===== config.mk =====
export PLATFORM = sky130hd
export DESIGN_NAME = transceiver_interrupt_flags
export DESIGN_NICKNAME = d
export VERILOG_FILES = /design/src/verilog/flag_bank_pkg.sv /design/src/verilog/transceiver_interrupt_flags.sv
export SDC_FILE = /design/constraint.sdc
export NUM_CORES = 1
export LEC_CHECK = 0
export ABC_AREA = 1
export BUFFER_PORTS_ARGS = -buffer_cell sky130_fd_sc_hd__buf_2
export CORE_MARGIN = 5
export CORE_UTILIZATION = 45
export CTS_CLUSTER_DIAMETER = 60
export DETAILED_ROUTE_END_ITERATION = 10
export GPL_TIMING_DRIVEN = 0
export PLACE_DENSITY = 0.75
export SLEW_MARGIN = 0
export SYNTH_ARGS = -nofsm -noshare
export SYNTH_HDL_FRONTEND = slang
export SYNTH_SLANG_ARGS = --single-unit

===== constraint.sdc =====
create_clock -name ref_clk -period 1.75 [get_ports ref_clk]
set_input_delay 0.0875 -clock ref_clk [delete_from_list [all_inputs] [get_ports ref_clk]]
set_output_delay 0.0875 -clock ref_clk [all_outputs]
set_load 0.05 [all_outputs]

===== src/verilog/flag_bank_pkg.sv =====
package flag_bank_pkg;

	// Register offsets on the configuration port.
	localparam logic [7:0] ADDR_SUMMARY = 8'h50;
	localparam logic [7:0] ADDR_WAKE_FAULT = 8'h51;
	localparam logic [7:0] ADDR_POWER_THERMAL = 8'h52;
	localparam logic [7:0] ADDR_SYSTEM_ERROR = 8'h53;
	localparam logic [7:0] ADDR_BUS_FAULT = 8'h54;
	localparam logic [7:0] ADDR_PW_CONFIG_4 = 8'h47;
	localparam logic [7:0] ADDR_PW_CFG_FIRST = 8'h30;
	localparam logic [7:0] ADDR_PW_CFG_LAST = 8'h44;
	localparam logic [7:0] ADDR_PW_CFG_EXTRA = 8'h46;

	// Reset values.
	localparam logic [7:0] RST_WAKE_FAULT = 8'h00;
	localparam logic [7:0] RST_POWER_THERMAL = 8'h40;
	localparam logic [7:0] RST_SYSTEM_ERROR = 8'h00;
	localparam logic [7:0] RST_BUS_FAULT = 8'h00;

	// Writable masks; reserved and read-only bits are zero here.
	localparam logic [7:0] MASK_WAKE_FAULT = 8'hFF;
	localparam logic [7:0] MASK_POWER_THERMAL = 8'hDF;
	localparam logic [7:0] MASK_SYSTEM_ERROR = 8'hA1;
	localparam logic [7:0] MASK_BUS_FAULT = 8'h7F;

	// Wake and fault register bits.
	localparam int BIT_WATCHDOG = 7;
	localparam int BIT_BUS_WAKE = 6;
	localparam int BIT_LOCAL_WAKE = 5;
	localparam int BIT_WAKE_ERROR = 4;
	localparam int BIT_FRAME_ERROR_OVERFLOW_FLAG = 3;
	localparam int BIT_BUS_SILENCE = 2;
	localparam int BIT_BUS_TIMEOUT_SLEEP = 1;
	localparam int BIT_STUCK_DOMINANT = 0;

	// Power and thermal register bits.
	localparam int BIT_SLEEP_ENTRY = 7;
	localparam int BIT_POWER_ON = 6;
	localparam int BIT_UV_MAIN = 4;
	localparam int BIT_UV_IO = 3;
	localparam int BIT_UV_XCVR = 2;
	localparam int BIT_THERMAL_SD = 1;
	localparam int BIT_THERMAL_WARN = 0;

	// System error register bits.
	localparam int BIT_SERIAL_ERR = 7;
	localparam int BIT_PARTIAL_WAKE_ERR = 6;
	localparam int BIT_FAILSAFE_ENTRY = 5;
	localparam int BIT_TRIM_CHECK_ERR = 0;

	// Summary register bits.
	localparam int BIT_SUM_ANY = 7;
	localparam int BIT_SUM_WAKE_FAULT = 6;
	localparam int BIT_SUM_POWER_THERMAL = 5;
	localparam int BIT_SUM_SYSTEM_ERROR = 4;
	localparam int BIT_SUM_BUS_FAULT = 3;

	// Configuration-complete bit in the last partial wake config register.
	localparam int BIT_CONFIG_DONE = 7;

	// Frame error threshold and trim load attempts.
	localparam int FRAME_THRESHOLD = 31;
	localparam int TRIM_ATTEMPTS = 8;

	// Event strobes from the surrounding device logic, one cycle each.
	typedef struct packed {
		logic watchdog;
		logic bus_wake;
		logic local_wake;
		logic wake_window_expired;
		logic frame_error;
		logic frame_count_clear;
		logic bus_silence;
		logic stuck_dominant;
		logic uv_main;
		logic uv_io;
		logic uv_xcvr;
		logic thermal_sd;
		logic thermal_warn;
		logic failsafe_entry;
		logic wake_exit;
	} event_t;

	// Cause of a sleep entry, valid with its strobe.
	typedef struct packed {
		logic entry;
		logic by_wake_error;
		logic by_io_uv_timeout;
		logic by_io_uv_thermal;
	} sleep_entry_t;

	// Answer of the trim store loader.
	typedef struct packed {
		logic done;
		logic crc_ok;
	} trim_result_t;

endpackage


===== src/verilog/transceiver_interrupt_flags.sv =====
`timescale 1ns/1ps

module transceiver_interrupt_flags #(
	parameter int FRAME_THRESHOLD_P = flag_bank_pkg::FRAME_THRESHOLD,
	parameter int TRIM_ATTEMPTS_P = flag_bank_pkg::TRIM_ATTEMPTS
) (
	// Clock and reset.
	input wire logic ref_clk,
	input wire logic rst_n,
	// Register port behind the serial configuration port.
	input wire logic [7:0] reg_addr,
	input wire logic reg_wr,
	input wire logic [7:0] reg_wdata,
	output logic [7:0] reg_rdata,
	// Device events.
	input wire flag_bank_pkg::event_t events,
	input wire flag_bank_pkg::sleep_entry_t sleep_entry,
	input wire logic serial_status_error,
	input wire logic [6:0] bus_fault_events,
	input wire logic in_sleep,
	// Partial wake control.
	input wire logic partial_wake_enable_req,
	output logic partial_wake_enable,
	output logic partial_wake_config_done,
	// Trim store loader.
	output logic trim_load_req,
	input wire flag_bank_pkg::trim_result_t trim_result,
	output logic trim_busy,
	// Summary of all flags.
	output logic any_flag
);
	import flag_bank_pkg::*;

	typedef enum logic [1:0] {TRIM_IDLE, TRIM_LOAD, TRIM_WAIT} trim_state_t;

	logic [7:0] wake_fault_ff;
	logic [7:0] power_thermal_ff;
	logic [7:0] system_error_ff;
	logic [7:0] bus_fault_ff;
	logic config_done_ff;
	logic enable_ff;
	logic serial_err_seen_ff;
	logic [7:0] frame_count_ff;
	logic [7:0] rdata_ff;
	logic any_ff;
	trim_state_t trim_state_ff;
	logic [3:0] trim_tries_ff;
	logic trim_req_ff;
	logic trim_busy_ff;
	logic trim_pending_ff;
	logic trim_fail;

	logic [7:0] set_wake_fault;
	logic [7:0] set_power_thermal;
	logic [7:0] set_system_error;
	logic partial_wake_err;
	logic frame_overflow;
	logic [7:0] system_error_view;
	logic [7:0] summary_view;

	// True when a write hits the given offset.
	function automatic logic wr_hit(input logic [7:0] addr, input logic wr,
			input logic [7:0] offset);
		wr_hit = wr && (addr == offset);
	endfunction

	// Write-one-to-clear mask for one register, restricted to its writable bits.
	function automatic logic [7:0] clr_mask(input logic [7:0] addr, input logic wr,
			input logic [7:0] data, input logic [7:0] offset, input logic [7:0] mask);
		clr_mask = wr_hit(addr, wr, offset) ? (data & mask) : 8'h00;
	endfunction

	// threshold overflow: errors past the threshold count overflow.
	assign frame_overflow = events.frame_error &&
		(frame_count_ff == 8'(FRAME_THRESHOLD_P));

	// Event sources of the first register.
	always_comb begin
		set_wake_fault = 8'h00;
		set_wake_fault[BIT_WATCHDOG] = events.watchdog;
		set_wake_fault[BIT_BUS_WAKE] = events.bus_wake;
		set_wake_fault[BIT_LOCAL_WAKE] = events.local_wake;
		set_wake_fault[BIT_WAKE_ERROR] = events.wake_window_expired && in_sleep;
		set_wake_fault[BIT_FRAME_ERROR_OVERFLOW_FLAG] = frame_overflow;
		set_wake_fault[BIT_BUS_SILENCE] = events.bus_silence;
		set_wake_fault[BIT_BUS_TIMEOUT_SLEEP] = events.bus_silence && enable_ff && in_sleep;
		set_wake_fault[BIT_STUCK_DOMINANT] = events.stuck_dominant;
	end

	// Event sources of the second register.
	always_comb begin
		set_power_thermal = 8'h00;
		set_power_thermal[BIT_SLEEP_ENTRY] = sleep_entry.entry && (sleep_entry.by_wake_error ||
			sleep_entry.by_io_uv_timeout || sleep_entry.by_io_uv_thermal);
		set_power_thermal[BIT_UV_MAIN] = events.uv_main;
		set_power_thermal[BIT_UV_IO] = events.uv_io;
		set_power_thermal[BIT_UV_XCVR] = events.uv_xcvr;
		set_power_thermal[BIT_THERMAL_SD] = events.thermal_sd;
		set_power_thermal[BIT_THERMAL_WARN] = events.thermal_warn;
	end

	// Event sources of the third register.
	always_comb begin
		set_system_error = 8'h00;
		set_system_error[BIT_SERIAL_ERR] = serial_status_error && !serial_err_seen_ff;
		set_system_error[BIT_FAILSAFE_ENTRY] = events.failsafe_entry;
		set_system_error[BIT_TRIM_CHECK_ERR] = trim_fail;
	end

	// Set wins over a clear in the same cycle, so no event is lost.
	// first register
	always_ff @(posedge ref_clk or negedge rst_n) begin
		if (!rst_n) begin
			wake_fault_ff <= RST_WAKE_FAULT;
		end else begin
			wake_fault_ff <= (wake_fault_ff & ~clr_mask(reg_addr, reg_wr, reg_wdata,
				ADDR_WAKE_FAULT, MASK_WAKE_FAULT)) | set_wake_fault;
		end
	end

	always_ff @(posedge ref_clk or negedge rst_n) begin
		if (!rst_n) begin
			power_thermal_ff <= RST_POWER_THERMAL;
		end else begin
			power_thermal_ff <= (power_thermal_ff & ~clr_mask(reg_addr, reg_wr, reg_wdata,
				ADDR_POWER_THERMAL, MASK_POWER_THERMAL)) | set_power_thermal;
		end
	end

	always_ff @(posedge ref_clk or negedge rst_n) begin
		if (!rst_n) begin
			system_error_ff <= RST_SYSTEM_ERROR;
		end else begin
			system_error_ff <= (system_error_ff & ~clr_mask(reg_addr, reg_wr, reg_wdata,
				ADDR_SYSTEM_ERROR, MASK_SYSTEM_ERROR)) | set_system_error;
		end
	end

	always_ff @(posedge ref_clk or negedge rst_n) begin
		if (!rst_n) begin
			bus_fault_ff <= RST_BUS_FAULT;
		end else begin
			bus_fault_ff <= (bus_fault_ff & ~clr_mask(reg_addr, reg_wr, reg_wdata,
				ADDR_BUS_FAULT, MASK_BUS_FAULT)) | ({1'b0, bus_fault_events} & MASK_BUS_FAULT);
		end
	end

	// Remembers the serial error level so only its rising edge sets the flag.
	always_ff @(posedge ref_clk or negedge rst_n) begin
		if (!rst_n) begin
			serial_err_seen_ff <= 1'b0;
		end else begin
			serial_err_seen_ff <= serial_status_error;
		end
	end

	always_ff @(posedge ref_clk or negedge rst_n) begin
		if (!rst_n) begin
			frame_count_ff <= 8'h00;
		end else if (events.frame_count_clear || frame_overflow) begin
			frame_count_ff <= 8'h00;
		end else if (events.frame_error) begin
			frame_count_ff <= frame_count_ff + 8'h01;
		end
	end

	always_ff @(posedge ref_clk or negedge rst_n) begin
		if (!rst_n) begin
			config_done_ff <= 1'b0;
		end else if (reg_wr && ((reg_addr >= ADDR_PW_CFG_FIRST && reg_addr <= ADDR_PW_CFG_LAST) ||
				reg_addr == ADDR_PW_CFG_EXTRA)) begin
			config_done_ff <= 1'b0;
		end else if (wr_hit(reg_addr, reg_wr, ADDR_PW_CONFIG_4)) begin
			config_done_ff <= reg_wdata[BIT_CONFIG_DONE];
		end
	end

	assign partial_wake_err = (partial_wake_enable_req && !config_done_ff) ||
		wake_fault_ff[BIT_FRAME_ERROR_OVERFLOW_FLAG];

	// The request is judged, not the granted enable, so the flag cannot
	// oscillate once the enable has been withdrawn.
	// enable held off
	always_ff @(posedge ref_clk or negedge rst_n) begin
		if (!rst_n) begin
			enable_ff <= 1'b0;
		end else begin
			enable_ff <= partial_wake_enable_req && !partial_wake_err;
		end
	end

	// Trim loader: a check is queued at reset release and on every wake exit.
	// recheck on wake
	always_ff @(posedge ref_clk or negedge rst_n) begin
		if (!rst_n) begin
			trim_pending_ff <= 1'b1;
		end else if (events.wake_exit) begin
			trim_pending_ff <= 1'b1;
		end else if (trim_state_ff == TRIM_IDLE) begin
			trim_pending_ff <= 1'b0;
		end
	end

	assign trim_fail = (trim_state_ff == TRIM_WAIT) && trim_result.done && !trim_result.crc_ok &&
		(trim_tries_ff == 4'(TRIM_ATTEMPTS_P - 1));

	always_ff @(posedge ref_clk or negedge rst_n) begin
		if (!rst_n) begin
			trim_state_ff <= TRIM_IDLE;
			trim_tries_ff <= 4'h0;
			trim_req_ff <= 1'b0;
			trim_busy_ff <= 1'b0;
		end else begin
			trim_req_ff <= 1'b0;
			case (trim_state_ff)
				TRIM_IDLE: begin
					trim_busy_ff <= trim_pending_ff;
					if (trim_pending_ff) begin
						trim_tries_ff <= 4'h0;
						trim_state_ff <= TRIM_LOAD;
					end
				end
				TRIM_LOAD: begin
					trim_req_ff <= 1'b1;
					trim_state_ff <= TRIM_WAIT;
				end
				TRIM_WAIT: begin
					if (trim_result.done) begin
						if (trim_result.crc_ok || trim_fail) begin
							trim_busy_ff <= 1'b0;
							trim_state_ff <= TRIM_IDLE;
						end else begin
							trim_tries_ff <= trim_tries_ff + 4'h1;
							trim_state_ff <= TRIM_LOAD;
						end
					end
				end
				default: begin
					trim_state_ff <= TRIM_IDLE;
				end
			endcase
		end
	end

	always_comb begin
		system_error_view = system_error_ff & MASK_SYSTEM_ERROR;
		system_error_view[BIT_PARTIAL_WAKE_ERR] = partial_wake_err;
	end

	always_comb begin
		summary_view = 8'h00;
		summary_view[BIT_SUM_WAKE_FAULT] = |wake_fault_ff;
		summary_view[BIT_SUM_POWER_THERMAL] = |(power_thermal_ff & MASK_POWER_THERMAL);
		summary_view[BIT_SUM_SYSTEM_ERROR] = |system_error_view;
		summary_view[BIT_SUM_BUS_FAULT] = |(bus_fault_ff & MASK_BUS_FAULT);
		summary_view[BIT_SUM_ANY] = |summary_view;
	end

	// Read data is registered, so it appears one cycle after the address.
	always_ff @(posedge ref_clk or negedge rst_n) begin
		if (!rst_n) begin
			rdata_ff <= 8'h00;
		end else begin
			case (reg_addr)
				ADDR_SUMMARY: rdata_ff <= summary_view;
				ADDR_WAKE_FAULT: rdata_ff <= wake_fault_ff;
				ADDR_POWER_THERMAL: rdata_ff <= power_thermal_ff & MASK_POWER_THERMAL;
				ADDR_SYSTEM_ERROR: rdata_ff <= system_error_view;
				ADDR_BUS_FAULT: rdata_ff <= bus_fault_ff & MASK_BUS_FAULT;
				ADDR_PW_CONFIG_4: rdata_ff <= {config_done_ff, 7'h00};
				default: rdata_ff <= 8'h00;
			endcase
		end
	end

	// Global summary kept as a flop for the output.
	always_ff @(posedge ref_clk or negedge rst_n) begin
		if (!rst_n) begin
			any_ff <= 1'b0;
		end else begin
			any_ff <= summary_view[BIT_SUM_ANY];
		end
	end

	assign reg_rdata = rdata_ff;
	assign partial_wake_enable = enable_ff;
	assign partial_wake_config_done = config_done_ff;
	assign trim_load_req = trim_req_ff;
	assign trim_busy = trim_busy_ff;
	assign any_flag = any_ff;

endmodule


==> results.py, run 1 <==
metrics = {
    "run_status": {
        "status": "finished, violations left",
        "violations": "negative hold slack",
    },
    "timing": {
        "skew_ns": 0.0165,
        "finalSetupTns_ns": 0,
        "finalSetupViolations": 0,
        "min_period_ns": 1.47,
        "slew-limit-headroom_pct": 20.3,
        "clock.fmax_mhz": 681,
        "drv_slew": 0,
        "hold_violations": 2,
        "period_share_pct": 84.0,
        "setup_ws_ns": 0.281,
        "tightest_slew_ns": 1.20,
        "whs_ns": -0.00171,
        "rsz0062_at_grt": "no",
    },
    "synth": {
        "synth_cells": 346,
        "netlist_area_sq_um": 2690,
        "yosysTopAreaCellShare_pct": 48.4,
        "synth_seq_cells": 54,
        "synthesis.nets": 398,
        "ys_warn_count": 0,
        "synth_area_leaders": "dfrtp_1 (48%), nand2_1 (14%), inv_1 (7.7%)",
        "seq_area_frac_synth_pct": 50.4,
        "yosysTopAreaCell": "dfrtp_1",
        "syn-mean-instance-area_sq_um": 7.76,
        "ys_types": 24,
    },
    "global_routing": {
        "grt_max_degree": 55,
        "grt_antenna_before_repair": 0,
        "grt_overflow": 0,
        "grt_first_pass_wirelength_mm": 10.8,
        "grt_usage_pct": 18.0,
        "grt_pass1_vias": 2445,
    },
    "cts": {
        "post_cts_resized": 0,
        "root_buffer": "clkbuf_8",
        "cts_sinks": 54,
        "cts_setup_buffers": 0,
        "cts_buffer_depth": 2,
        "numCtsBuffers": 5,
        "cts_tree": "done",
        "h-tree-depth": 2,
        "worstSkewPairLatency_ns": 0.32,
        "cts.clk_slew.worst_paths_ns": 0.11,
    },
    "power": {
        "leakage_uw": 0.00177,
        "combPwrFrac_pct": 20.1,
        "pwr-share-clk_pct": 30.6,
        "seqPwrFrac_pct": 49.3,
        "netSwitchingFraction_pct": 31.0,
        "p_per_area_nw_per_um2": 829,
        "p_int_uw": 1970,
        "ir_drop_mv": 0.684,
        "p_sw_uw": 884,
    },
    "floorplanning": {
        "ios": 63,
        "die_h_um": 87.3,
        "die_x_um": 87.3,
        "row_count": 28,
        "initial_core_util_pct": 45.9,
        "fp.coreArea_sq_um": 5850,
        "dieArea_sq_um": 7620,
    },
    "detailed_routing": {
        "antenna_left": 0,
        "route.detailed.drc": 0,
        "viasPerCell": 4.86,
        "drtIter0Drc": 125,
        "wl_per_cell_um": 12.8,
        "drt_first_pass_iters": 4,
        "num_vias": 2498,
        "totalWireLength_mm": 6.56,
    },
    "critical_path": {
        "worstSetupPathType": "reg -> reg",
        "slowest_stage": "dfrtp_1",
        "crit_required_ns": 1.96,
        "crit_path_frequent_cell": "nand2_1",
        "crit_chain": "ha_1 -> nand2_1 -> nor2_1 -> nand3_1 -> nand2_1 -> nand2_1 -> nand2_1 -> inv_1 -> nand2_1 -> nand2_1",
        "worstPathMaxFanout": 8,
        "end_kind": "register",
        "cpPeakStageDelay_ns": 0.41,
        "cp.arrival_ns": 1.68,
        "critPathLaunchType": "register",
    },
    "layout": {
        "final_layout_size_suffix_gt1_share_pct": 18.7,
        "syn_to_final_growth_pct": 27.9,
        "final_common_cell": "nand2_1",
        "final_cell_mix": "nand2_1 (97), buf_2 (62), inv_1 (55), dfrtp_1 (52), nor2_1 (36)",
        "diodes": 0,
        "num-nets-final": 490,
    },
    "placement": {
        "place_congestion": 0.885,
        "post-place-ws_ns": 0.288,
        "portBuffers": 62,
        "dp_hpwl_mm": 4.85,
    },
    "flow_run": {
        "max_cap_viol_count": 0,
    },
    "hold_path": {
        "hold_path_class": "in -> async",
    },
}
==> cells in the mapped netlist <==
cell and instances:
nor2_4 2, nor3_4 1, nand4_1 7, xnor2_1 2, xor2_1 2, nand2_1 97, a21oi_1 6, nand3_1 24
o21ai_0 19, inv_1 55, nand3b_1 1, o211ai_1 1, o31ai_1 1, ha_1 2, nor2_1 36, a21boi_0 1
dfrtp_1 52, nor2_2 2, nand2_2 2, o21bai_1 3, inv_2 3, dfstp_2 2, a21o_1 10, nor3_1 15
==> final cells by class <==
class / count / area, sq um
Tap cell: 75 / 93.8
Sequential cell: 54 / 1350
Timing Repair Buffer: 85 / 541
Fill cell: 537 / 2410
Multi-Input combinational cell: 234 / 1110
Clock buffer: 5 / 68.8
Clock inverter: 3 / 47.5
Inverter: 58 / 218
==> worst max-delay path: cells and delay by family (launching register included) <==
family / cells / cell delay (ns)
adder cells (fa/ha/maj): 1 / 0.20
buffers and inverters: 1 / 0.09
flip-flops: 1 / 0.41
AND/OR/NAND/NOR: 8 / 0.68
==> routing by layer <==
metal	GRT usage [%]	up-vias	share of wire (%)
li1	-	1278	-
met2	32.4	57	51
met4	2.65	0	0.21
met1	22.6	1161	43
met3	3.69	2	5.6
met5	0	-	0
==> stage by stage <==
step,instances,power [uW],utilization [%],instance area [sq um],hold slack (ns)
after floorplan,346,1770,-,2690,-0.208
after global placement,483,1950,52.8,3090,0.212
after detailed placement,483,1960,52.8,3090,0.214
after CTS,513,2870,58.6,3430,0.00261
after global routing,514,3020,58.7,3440,0.0182
final,514,2850,58.7,3440,-0.00171
==> state kept, by name, indices dropped and copies added, names as in the netlist, 2 cells and up <==
register	flops
system_error_ff	3
trim_state_ff	2
trim_tries_ff	4
bus_fault_ff	7
frame_count_ff	8
wake_fault_ff	8
reg_rdata	8
power_thermal_ff	7
==> power groups by stage <==
stage / Combinational [uW] / Sequential (uW) / Clock [uW]
final: 573 / 1400 / 873
after global routing: 646 / 1420 / 957
after CTS: 575 / 1410 / 895
after detailed placement: 534 / 1430 / 0
after global placement: 526 / 1430 / 0
after floorplan: 253 / 1520 / 0
==> kinds of logic (layout without fill, tap and decap cells) <==
family / count (synthesis) / after routing / synth area share, %
AND/OR/NAND/NOR: 187 / 187 / 30.1
buffers and inverters: 58 / 151 / 8.10
flip-flops: 54 / 54 / 50.4
AO/OA/AOI/OAI: 41 / 41 / 9.13
XOR/XNOR: 4 / 4 / 1.30
adder cells (fa/ha/maj): 2 / 2 / 0.931
==> worst paths after layout <==
check	start	endpoint	cells after the start	slack, ns
min in group ref_clk	sleep_entry[3]	power_thermal_ff[7]	3	0.01
max in group asynchronous	rst_n	trim_state_ff[0]	1	1.00
worst max-delay path	trim_tries_ff[0]	trim_tries_ff[0]	10	0.28
worst max register to register	trim_tries_ff[0]	trim_tries_ff[0]	10	0.28
worst min-delay path	rst_n	bus_fault_ff[6]	1	-0.002
worst min register to register	serial_err_seen_ff	system_error_ff[7]	1	0.43
==> what timing repair did <==
item,CTS,global route
endpoints found under the setup margin,0,0
hold buffers,22,1
hold endpoints to repair,22,1
No activity file was read; power rests on OpenSTA's default activity.
==> inputs of run 2 (changes only) <==
--- a/config.mk
+++ b/config.mk
@@ -5,14 +5,14 @@
 export SDC_FILE = /design/constraint.sdc
 export NUM_CORES = 1
 export LEC_CHECK = 0
-export ABC_AREA = 1
+export ABC_AREA = 0
 export BUFFER_PORTS_ARGS = -buffer_cell sky130_fd_sc_hd__buf_2
 export CORE_MARGIN = 5
 export CORE_UTILIZATION = 45
 export CTS_CLUSTER_DIAMETER = 60
 export DETAILED_ROUTE_END_ITERATION = 10
 export GPL_TIMING_DRIVEN = 0
-export PLACE_DENSITY = 0.75
+export PLACE_DENSITY = 0.78
 export SLEW_MARGIN = 0
 export SYNTH_ARGS = -nofsm -noshare
 export SYNTH_HDL_FRONTEND = slang
==> constraint.sdc (replaced) <==
create_clock -name ref_clk -period 1.3 [get_ports ref_clk]
set_input_delay 0.065 -clock ref_clk [delete_from_list [all_inputs] [get_ports ref_clk]]
set_output_delay 0.065 -clock ref_clk [all_outputs]
set_load 0.05 [all_outputs]
==> run 2 against run 1 <==
Compared with the run above:
- the flow finishes with violations (negative hold slack, negative setup slack)
- synthesized cell count down 27%
- sequential cell count unchanged
- power up 31%
- via count down 3.4%
- area after synthesis down 2.7%
- count of clock-buffer cells in the layout up 2
- sequential power up 35%
- clock power up 9.4%
- first-iteration DRC count up 44%
- register-to-register slack worse by 0.62 ns
- combinational power up 53%
- critical path depth down 6
==> results.py, run 2 <==
metrics = {
    "synth": {
        "synthesis.nets": 304,
        "ys_types": 48,
        "syn-mean-instance-area_sq_um": 10.4,
        "netlist_area_sq_um": 2610,
        "yosys-top-cells-count": "dfrtp_1 (52), nand3_1 (25), a21o_1 (17)",
        "synth_most_common_cell": "dfrtp_1",
        "yosysTopAreaCell": "dfrtp_1",
        "synth_area_leaders": "dfrtp_1 (50%), a21o_1 (4.9%), nand3_1 (4.8%)",
        "synth-edff-count": 0,
        "synth_seq_cells": 54,
        "synth_async_sr_flop_share_pct": 100,
        "synth_cells": 252,
        "seq_area_frac_synth_pct": 51.8,
        "yosysTopAreaCellShare_pct": 49.8,
        "ys.flop_type": "dfrtp_1",
        "ys_warn_count": 0,
    },
    "timing": {
        "finalSetupTns_ns": -0.875,
        "tightest_slew_ns": 1.16,
        "hold_violations": 18,
        "drv_slew": 0,
        "skew_ns": 0.0138,
        "setup_ws_ns": -0.339,
        "slew-limit-headroom_pct": 22.4,
        "whs_ns": -0.00726,
        "min_period_ns": 1.64,
        "rsz0062_at_grt": "yes",
        "finalSetupViolations": 6,
        "period_share_pct": 126,
        "clock.fmax_mhz": 610,
    },
    "placement": {
        "dp_hpwl_mm": 4.77,
        "place_congestion": 0.895,
        "portBuffers": 58,
        "post-place-ws_ns": -0.366,
    },
    "global_routing": {
        "grt_max_degree": 55,
        "grt_overflow": 0,
        "grt_first_pass_wirelength_mm": 11.5,
        "grt_pass1_vias": 2448,
        "grt_usage_pct": 19.4,
        "grt_antenna_before_repair": 0,
    },
    "detailed_routing": {
        "route.detailed.drc": 0,
        "num_vias": 2414,
        "totalWireLength_mm": 7.19,
        "antenna_left": 0,
        "drt_first_pass_iters": 5,
        "wl_per_cell_um": 16.7,
        "viasPerCell": 5.60,
        "drtIter0Drc": 180,
    },
    "layout": {
        "final_common_cell": "buf_2",
        "num-nets-final": 410,
        "final_core_util_pct": 64.6,
        "diodes": 0,
        "n_fill_cell": 464,
        "final_layout_size_suffix_gt1_share_pct": 34.5,
        "syn_to_final_growth_pct": 37.9,
        "final_cell_mix": "buf_2 (62), dfrtp_1 (50), nand3_1 (25), dlygate4sd3_1 (23)",
    },
    "cts": {
        "cts_buffer_depth": 2,
        "cts.clk_slew.worst_paths_ns": 0.10,
        "cts_sinks": 54,
        "root_buffer": "clkbuf_8",
        "h-tree-depth": 2,
        "cts_tree": "done",
        "numCtsBuffers": 5,
        "worstSkewPairLatency_ns": 0.31,
    },
    "critical_path": {
        "critPathLaunchType": "register",
        "slowest_stage": "or4_4",
        "worstSetupPathType": "reg -> reg",
        "r2r_setup_slack_ns": -0.34,
        "r2r_cells": 4,
        "crit_required_ns": 1.51,
        "worst-path-stages": 4,
        "worstPathMaxFanout": 2,
        "r2r_end": "reg_rdata[7]",
        "startpoint": "bus_fault_ff[1]",
        "crit_end": "reg_rdata[7]",
        "r2r_start": "bus_fault_ff[1]",
        "cpPeakStageDelay_ns": 0.53,
        "critPathTopFamily": "simple AND/OR/NAND/NOR gates",
        "crit_chain": "nor4_4 -> nand2_1 -> or4_4 -> a31o_1",
        "end_kind": "register",
        "critPathBufInv": 0,
        "cp.arrival_ns": 1.85,
    },
    "floorplanning": {
        "row_count": 27,
        "initial_core_util_pct": 46.9,
        "die_h_um": 86.2,
        "ios": 63,
        "dieArea_sq_um": 7430,
        "fp.coreArea_sq_um": 5570,
        "die_x_um": 86.2,
    },
    "flow_run": {
        "max_cap_viol_count": 0,
    },
    "power": {
        "total_power_uw": 3730,
        "leakage_uw": 0.00157,
        "p_per_area_nw_per_um2": 1030,
        "ir_drop_mv": 1.21,
    },
    "run_status": {
        "violations": "negative hold slack, negative setup slack",
        "status": "finished, violations left",
    },
    "hold_path": {
        "hold_path_class": "in -> async",
    },
}
-- run 2: cell types whose count changed after synthesis, sizes merged, moves of 10 or more --
| cell | before | now |
|---|---|---|
| inv | 58 | 12 |
| o21ai | 19 | 9 |
| nor2 | 40 | 16 |
| nand2 | 99 | 14 |
| nand2b | 0 | 10 |
-- run 2: power by group --
group          total (uW)  internal, uW  switching (uW)
Sequential           1890          1800            94.1
Clock                 955           431             524
Combinational         879           362             516
Total                3730          2590            1130
-- run 2: worst min-delay path by stage --
stage | from | end
6_report | rst_n | bus_fault_ff[6]
5_1_grt | events[11] | wake_fault_ff[4]
4_1_cts | sleep_entry[0] | power_thermal_ff[7]
3_5_place_dp | serial_status_error | serial_err_seen_ff
3_3_place_gp | serial_status_error | serial_err_seen_ff
2_1_floorplan | rst_n | any_flag
-- run 2: area by class of cell --
class	instances	area [sq um]	share of cell area (%)
Clock inverter	1	5.00	0.139
Tap cell	72	90.1	2.50
Timing Repair Buffer	100	674	18.7
Sequential cell	54	1360	37.6
Buffer	11	61.3	1.70
Clock buffer	7	86.3	2.40
Multi-Input combinational cell	174	1280	35.7
Inverter	12	45.0	1.25
-- run 2: what timing repair did --
item,4_1_cts,5_1_grt
endpoints found under the setup margin,9,23
hold buffers,23,0
endpoints found under the hold margin,26,0
setup buffers,13,9
pin swaps,10,25
resized for setup,11,21
-- run 2: through the flow --
step / instances / area (sq um) / hold WS [ns]
detailed placement: 382 / 3020 / 0.192
global placement: 382 / 3020 / 0.192
finish: 431 / 3600 / -0.00726
floorplan: 252 / 2640 / -0.231
CTS: 426 / 3500 / 0.00950
global route: 431 / 3600 / 0.00552
-- run 2: kinds of logic (layout without fill, tap and decap cells) --
family	count (synthesis)	count (layout)	share of synthesized area, %
AO/OA/AOI/OAI	63	63	17.6
flip-flops	54	54	51.8
adder cells (fa/ha/maj)	2	2	0.958
multiplexers	4	4	1.58
buffers and inverters	24	131	3.97
AND/OR/NAND/NOR	99	99	22.1
XOR/XNOR	6	6	2.01
-- run 2: layer usage --
metal / wire length (um) / GRT usage (%) / vias up / share of wire [%]
met3: 566 / 4.66 / 21 / 7.9
met5: 0 / 0 / - / 0
met2: 3630 / 35.3 / 104 / 50
met4: 174 / 5.38 / 0 / 2.4
li1: - / - / 1145 / -
met1: 2820 / 22.8 / 1144 / 39
-- run 2: worst register-to-register path, cell delays in order (launching register included) --
cell and delay, ns:
dfrtp_1 0.42, nor4_4 0.30, nand2_1 0.11, or4_4 0.53, a31o_1 0.19
==> inputs of run 3 (changes only) <==
--- a/config.mk
+++ b/config.mk
@@ -5,7 +5,6 @@
 export SDC_FILE = /design/constraint.sdc
 export NUM_CORES = 1
 export LEC_CHECK = 0
-export ABC_AREA = 0
 export BUFFER_PORTS_ARGS = -buffer_cell sky130_fd_sc_hd__buf_2
 export CORE_MARGIN = 5
 export CORE_UTILIZATION = 45
==> constraint.sdc (replaced) <==
create_clock -name ref_clk -period 1.3 [get_ports ref_clk]
set_input_delay 0.13 -clock ref_clk [delete_from_list [all_inputs] [get_ports ref_clk]]
set_output_delay 0.13 -clock ref_clk [all_outputs]
set_load 0.05 [all_outputs]
==> run 3 against run 2 <==
Compared with the run above:
- the run ends with negative setup slack left
- cell area is 0.35% lower
- final cell count is 1.9% lower
- global-route usage is 1.0 points higher
- non-clock buffer count is 8 lower
- count of clock-buffer cells in the layout is 1 lower
- via count is 0.87% lower
- critical path type unchanged
==> results.py, run 3 (same netlist as run 2, synthesis figures left out) <==
metrics = {
    "floorplanning": {
        "initial_core_util_pct": 46.9,
        "fp.coreArea_sq_um": 5570,
        "die_h_um": 86.2,
        "dieArea_sq_um": 7430,
        "die_x_um": 86.2,
        "row_count": 27,
        "ios": 63,
    },
    "critical_path": {
        "r2r_end": "reg_rdata[7]",
        "r2r_cells": 4,
        "cp.arrival_ns": 1.84,
        "r2r_setup_slack_ns": -0.33,
        "r2r_start": "wake_fault_ff[7]",
        "critPathLaunchType": "register",
        "worstPathMaxFanout": 3,
        "crit_chain": "nor4_2 -> nand2_1 -> or4_4 -> a31o_1",
        "end_kind": "register",
        "worst-path-stages": 4,
        "worstSetupPathType": "reg -> reg",
        "slowest_stage": "or4_4",
        "critPathBufInv": 0,
        "critPathTopFamily": "simple AND/OR/NAND/NOR gates",
        "crit_required_ns": 1.51,
        "cpPeakStageDelay_ns": 0.51,
    },
    "timing": {
        "hold_violations": 0,
        "drv_slew": 0,
        "slew-limit-headroom_pct": 22.7,
        "finalSetupTns_ns": -0.983,
        "period_share_pct": 126,
        "clock.fmax_mhz": 612,
        "rsz0062_at_grt": "yes",
        "setup_ws_ns": -0.334,
        "tightest_slew_ns": 1.16,
        "skew_ns": 0.00861,
        "min_period_ns": 1.63,
        "whs_ns": 0.00815,
        "finalSetupViolations": 7,
    },
    "detailed_routing": {
        "antenna_left": 0,
        "num_vias": 2393,
        "viasPerCell": 5.66,
        "wl_per_cell_um": 17.2,
        "drtIter0Drc": 157,
        "route.detailed.drc": 0,
        "drt_first_pass_iters": 5,
        "totalWireLength_mm": 7.27,
    },
    "global_routing": {
        "grt_pass1_vias": 2473,
        "grt_usage_pct": 20.5,
        "grt_overflow": 0,
        "grt_first_pass_wirelength_mm": 11.9,
        "grt_antenna_before_repair": 0,
        "grt_max_degree": 55,
    },
    "layout": {
        "num-nets-final": 402,
        "final_common_cell": "buf_2",
        "multiInputGateArea_sq_um": 1320,
        "n_fill_cell": 433,
        "seq_area_sq_um": 1360,
        "syn_to_final_growth_pct": 37.5,
        "final_cell_mix": "buf_2 (61), dfrtp_1 (51), nand3_1 (18), a21o_1 (17), dlygate4sd3_1 (17)",
        "final_layout_size_suffix_gt1_share_pct": 36.5,
        "diodes": 0,
    },
    "hold_path": {
        "holdPathStages": 2,
        "hp-start": "bus_fault_events[3]",
        "hold_path_end": "bus_fault_ff[3]",
        "hold_path_class": "in -> reg",
    },
    "power": {
        "p_int_uw": 2700,
        "p_sw_uw": 1160,
        "ir_drop_mv": 0.867,
        "seqPwrFrac_pct": 48.9,
        "leakage_uw": 0.00154,
        "netSwitchingFraction_pct": 30.1,
        "combPwrFrac_pct": 21.4,
        "pwr-share-clk_pct": 29.7,
        "p_per_area_nw_per_um2": 1070,
    },
    "placement": {
        "portBuffers": 58,
        "dp_hpwl_mm": 4.90,
        "place_congestion": 0.914,
    },
    "cts": {
        "cts_tree": "done",
        "root_buffer": "clkbuf_8",
        "h-tree-depth": 2,
        "numCtsBuffers": 5,
        "cts.clk_slew.worst_paths_ns": 0.10,
        "worstSkewPairLatency_ns": 0.32,
        "cts_sinks": 54,
        "cts_buffer_depth": 2,
    },
    "run_status": {
        "status": "finished, violations left",
        "violations": "negative setup slack",
    },
    "flow_run": {
        "max_cap_viol_count": 0,
    },
}
[run 3: changes by cell type in the layout (fill, tap and decap cells not counted), sizes merged]
cell,previous run,this run
dlygate4sd3,23,17
buf,85,83
bufinv,0,1
clkbuf,10,9
clkinv,1,0
clkinvlp,0,1
[run 3: worst max-delay path by stage]
stage | start | endpoint | slack (ns)
6_report | wake_fault_ff[7] | reg_rdata[7] | -0.33
5_1_grt | wake_fault_ff[5] | reg_rdata[7] | -0.38
4_1_cts | power_thermal_ff[7] | reg_rdata[7] | -0.34
3_5_place_dp | reg_addr[5] | bus_fault_ff[5] | -0.39
3_3_place_gp | bus_fault_ff[1] | reg_rdata[7] | -0.37
2_1_floorplan | bus_fault_ff[1] | reg_rdata[7] | -0.24
[run 3: area by class of cell]
type	instances	area share (%)
Multi-Input combinational cell	174	36.8
Clock buffer	6	2.02
Clock inverter	2	1.05
Tap cell	72	2.51
Timing Repair Buffer	92	16.7
Sequential cell	54	37.7
Buffer	11	1.92
Inverter	12	1.25
[run 3: metal layers]
layer / vias to the layer above / part of all wire [%] / GRT usage (%)
met5: - / 0 / 0
met4: 0 / 2.4 / 9.21
met3: 15 / 7.8 / 5.61
met2: 95 / 50 / 33.9
met1: 1159 / 39 / 24.9
li1: 1124 / - / -
[run 3: metrics by stage]
| step | instance area, sq um | instances | util (%) | total power (uW) | setup slack [ns] |
|---|---|---|---|---|---|
| floorplan | 2690 | 252 | - | 2370 | -0.238 |
| global placement | 3070 | 382 | 55.0 | 2610 | -0.371 |
| detailed placement | 3070 | 382 | 55.0 | 2630 | -0.386 |
| CTS | 3490 | 419 | 62.6 | 3840 | -0.344 |
| global route | 3590 | 423 | 64.4 | 4040 | -0.377 |
| finish | 3590 | 423 | 64.4 | 3860 | -0.334 |
[run 3: power groups by stage]
| stage | combinational (uW) | clock [uW] | sequential (uW) |
|---|---|---|---|
| floorplan | 363 | 0 | 2010 |
| global placement | 722 | 0 | 1890 |
| detailed placement | 741 | 0 | 1890 |
| CTS | 837 | 1150 | 1850 |
| global route | 904 | 1230 | 1910 |
| finish | 826 | 1150 | 1890 |
[run 3: repair_timing]
| item | 4_1_cts | 5_1_grt |
|---|---|---|
| setup buffers | 14 | 8 |
| hold buffers | 15 | 2 |
| hold endpoints to repair | 15 | 2 |
| endpoints found under the setup margin | 16 | 19 |
| resized for setup | 13 | 15 |
| pin swaps | 17 | 13 |
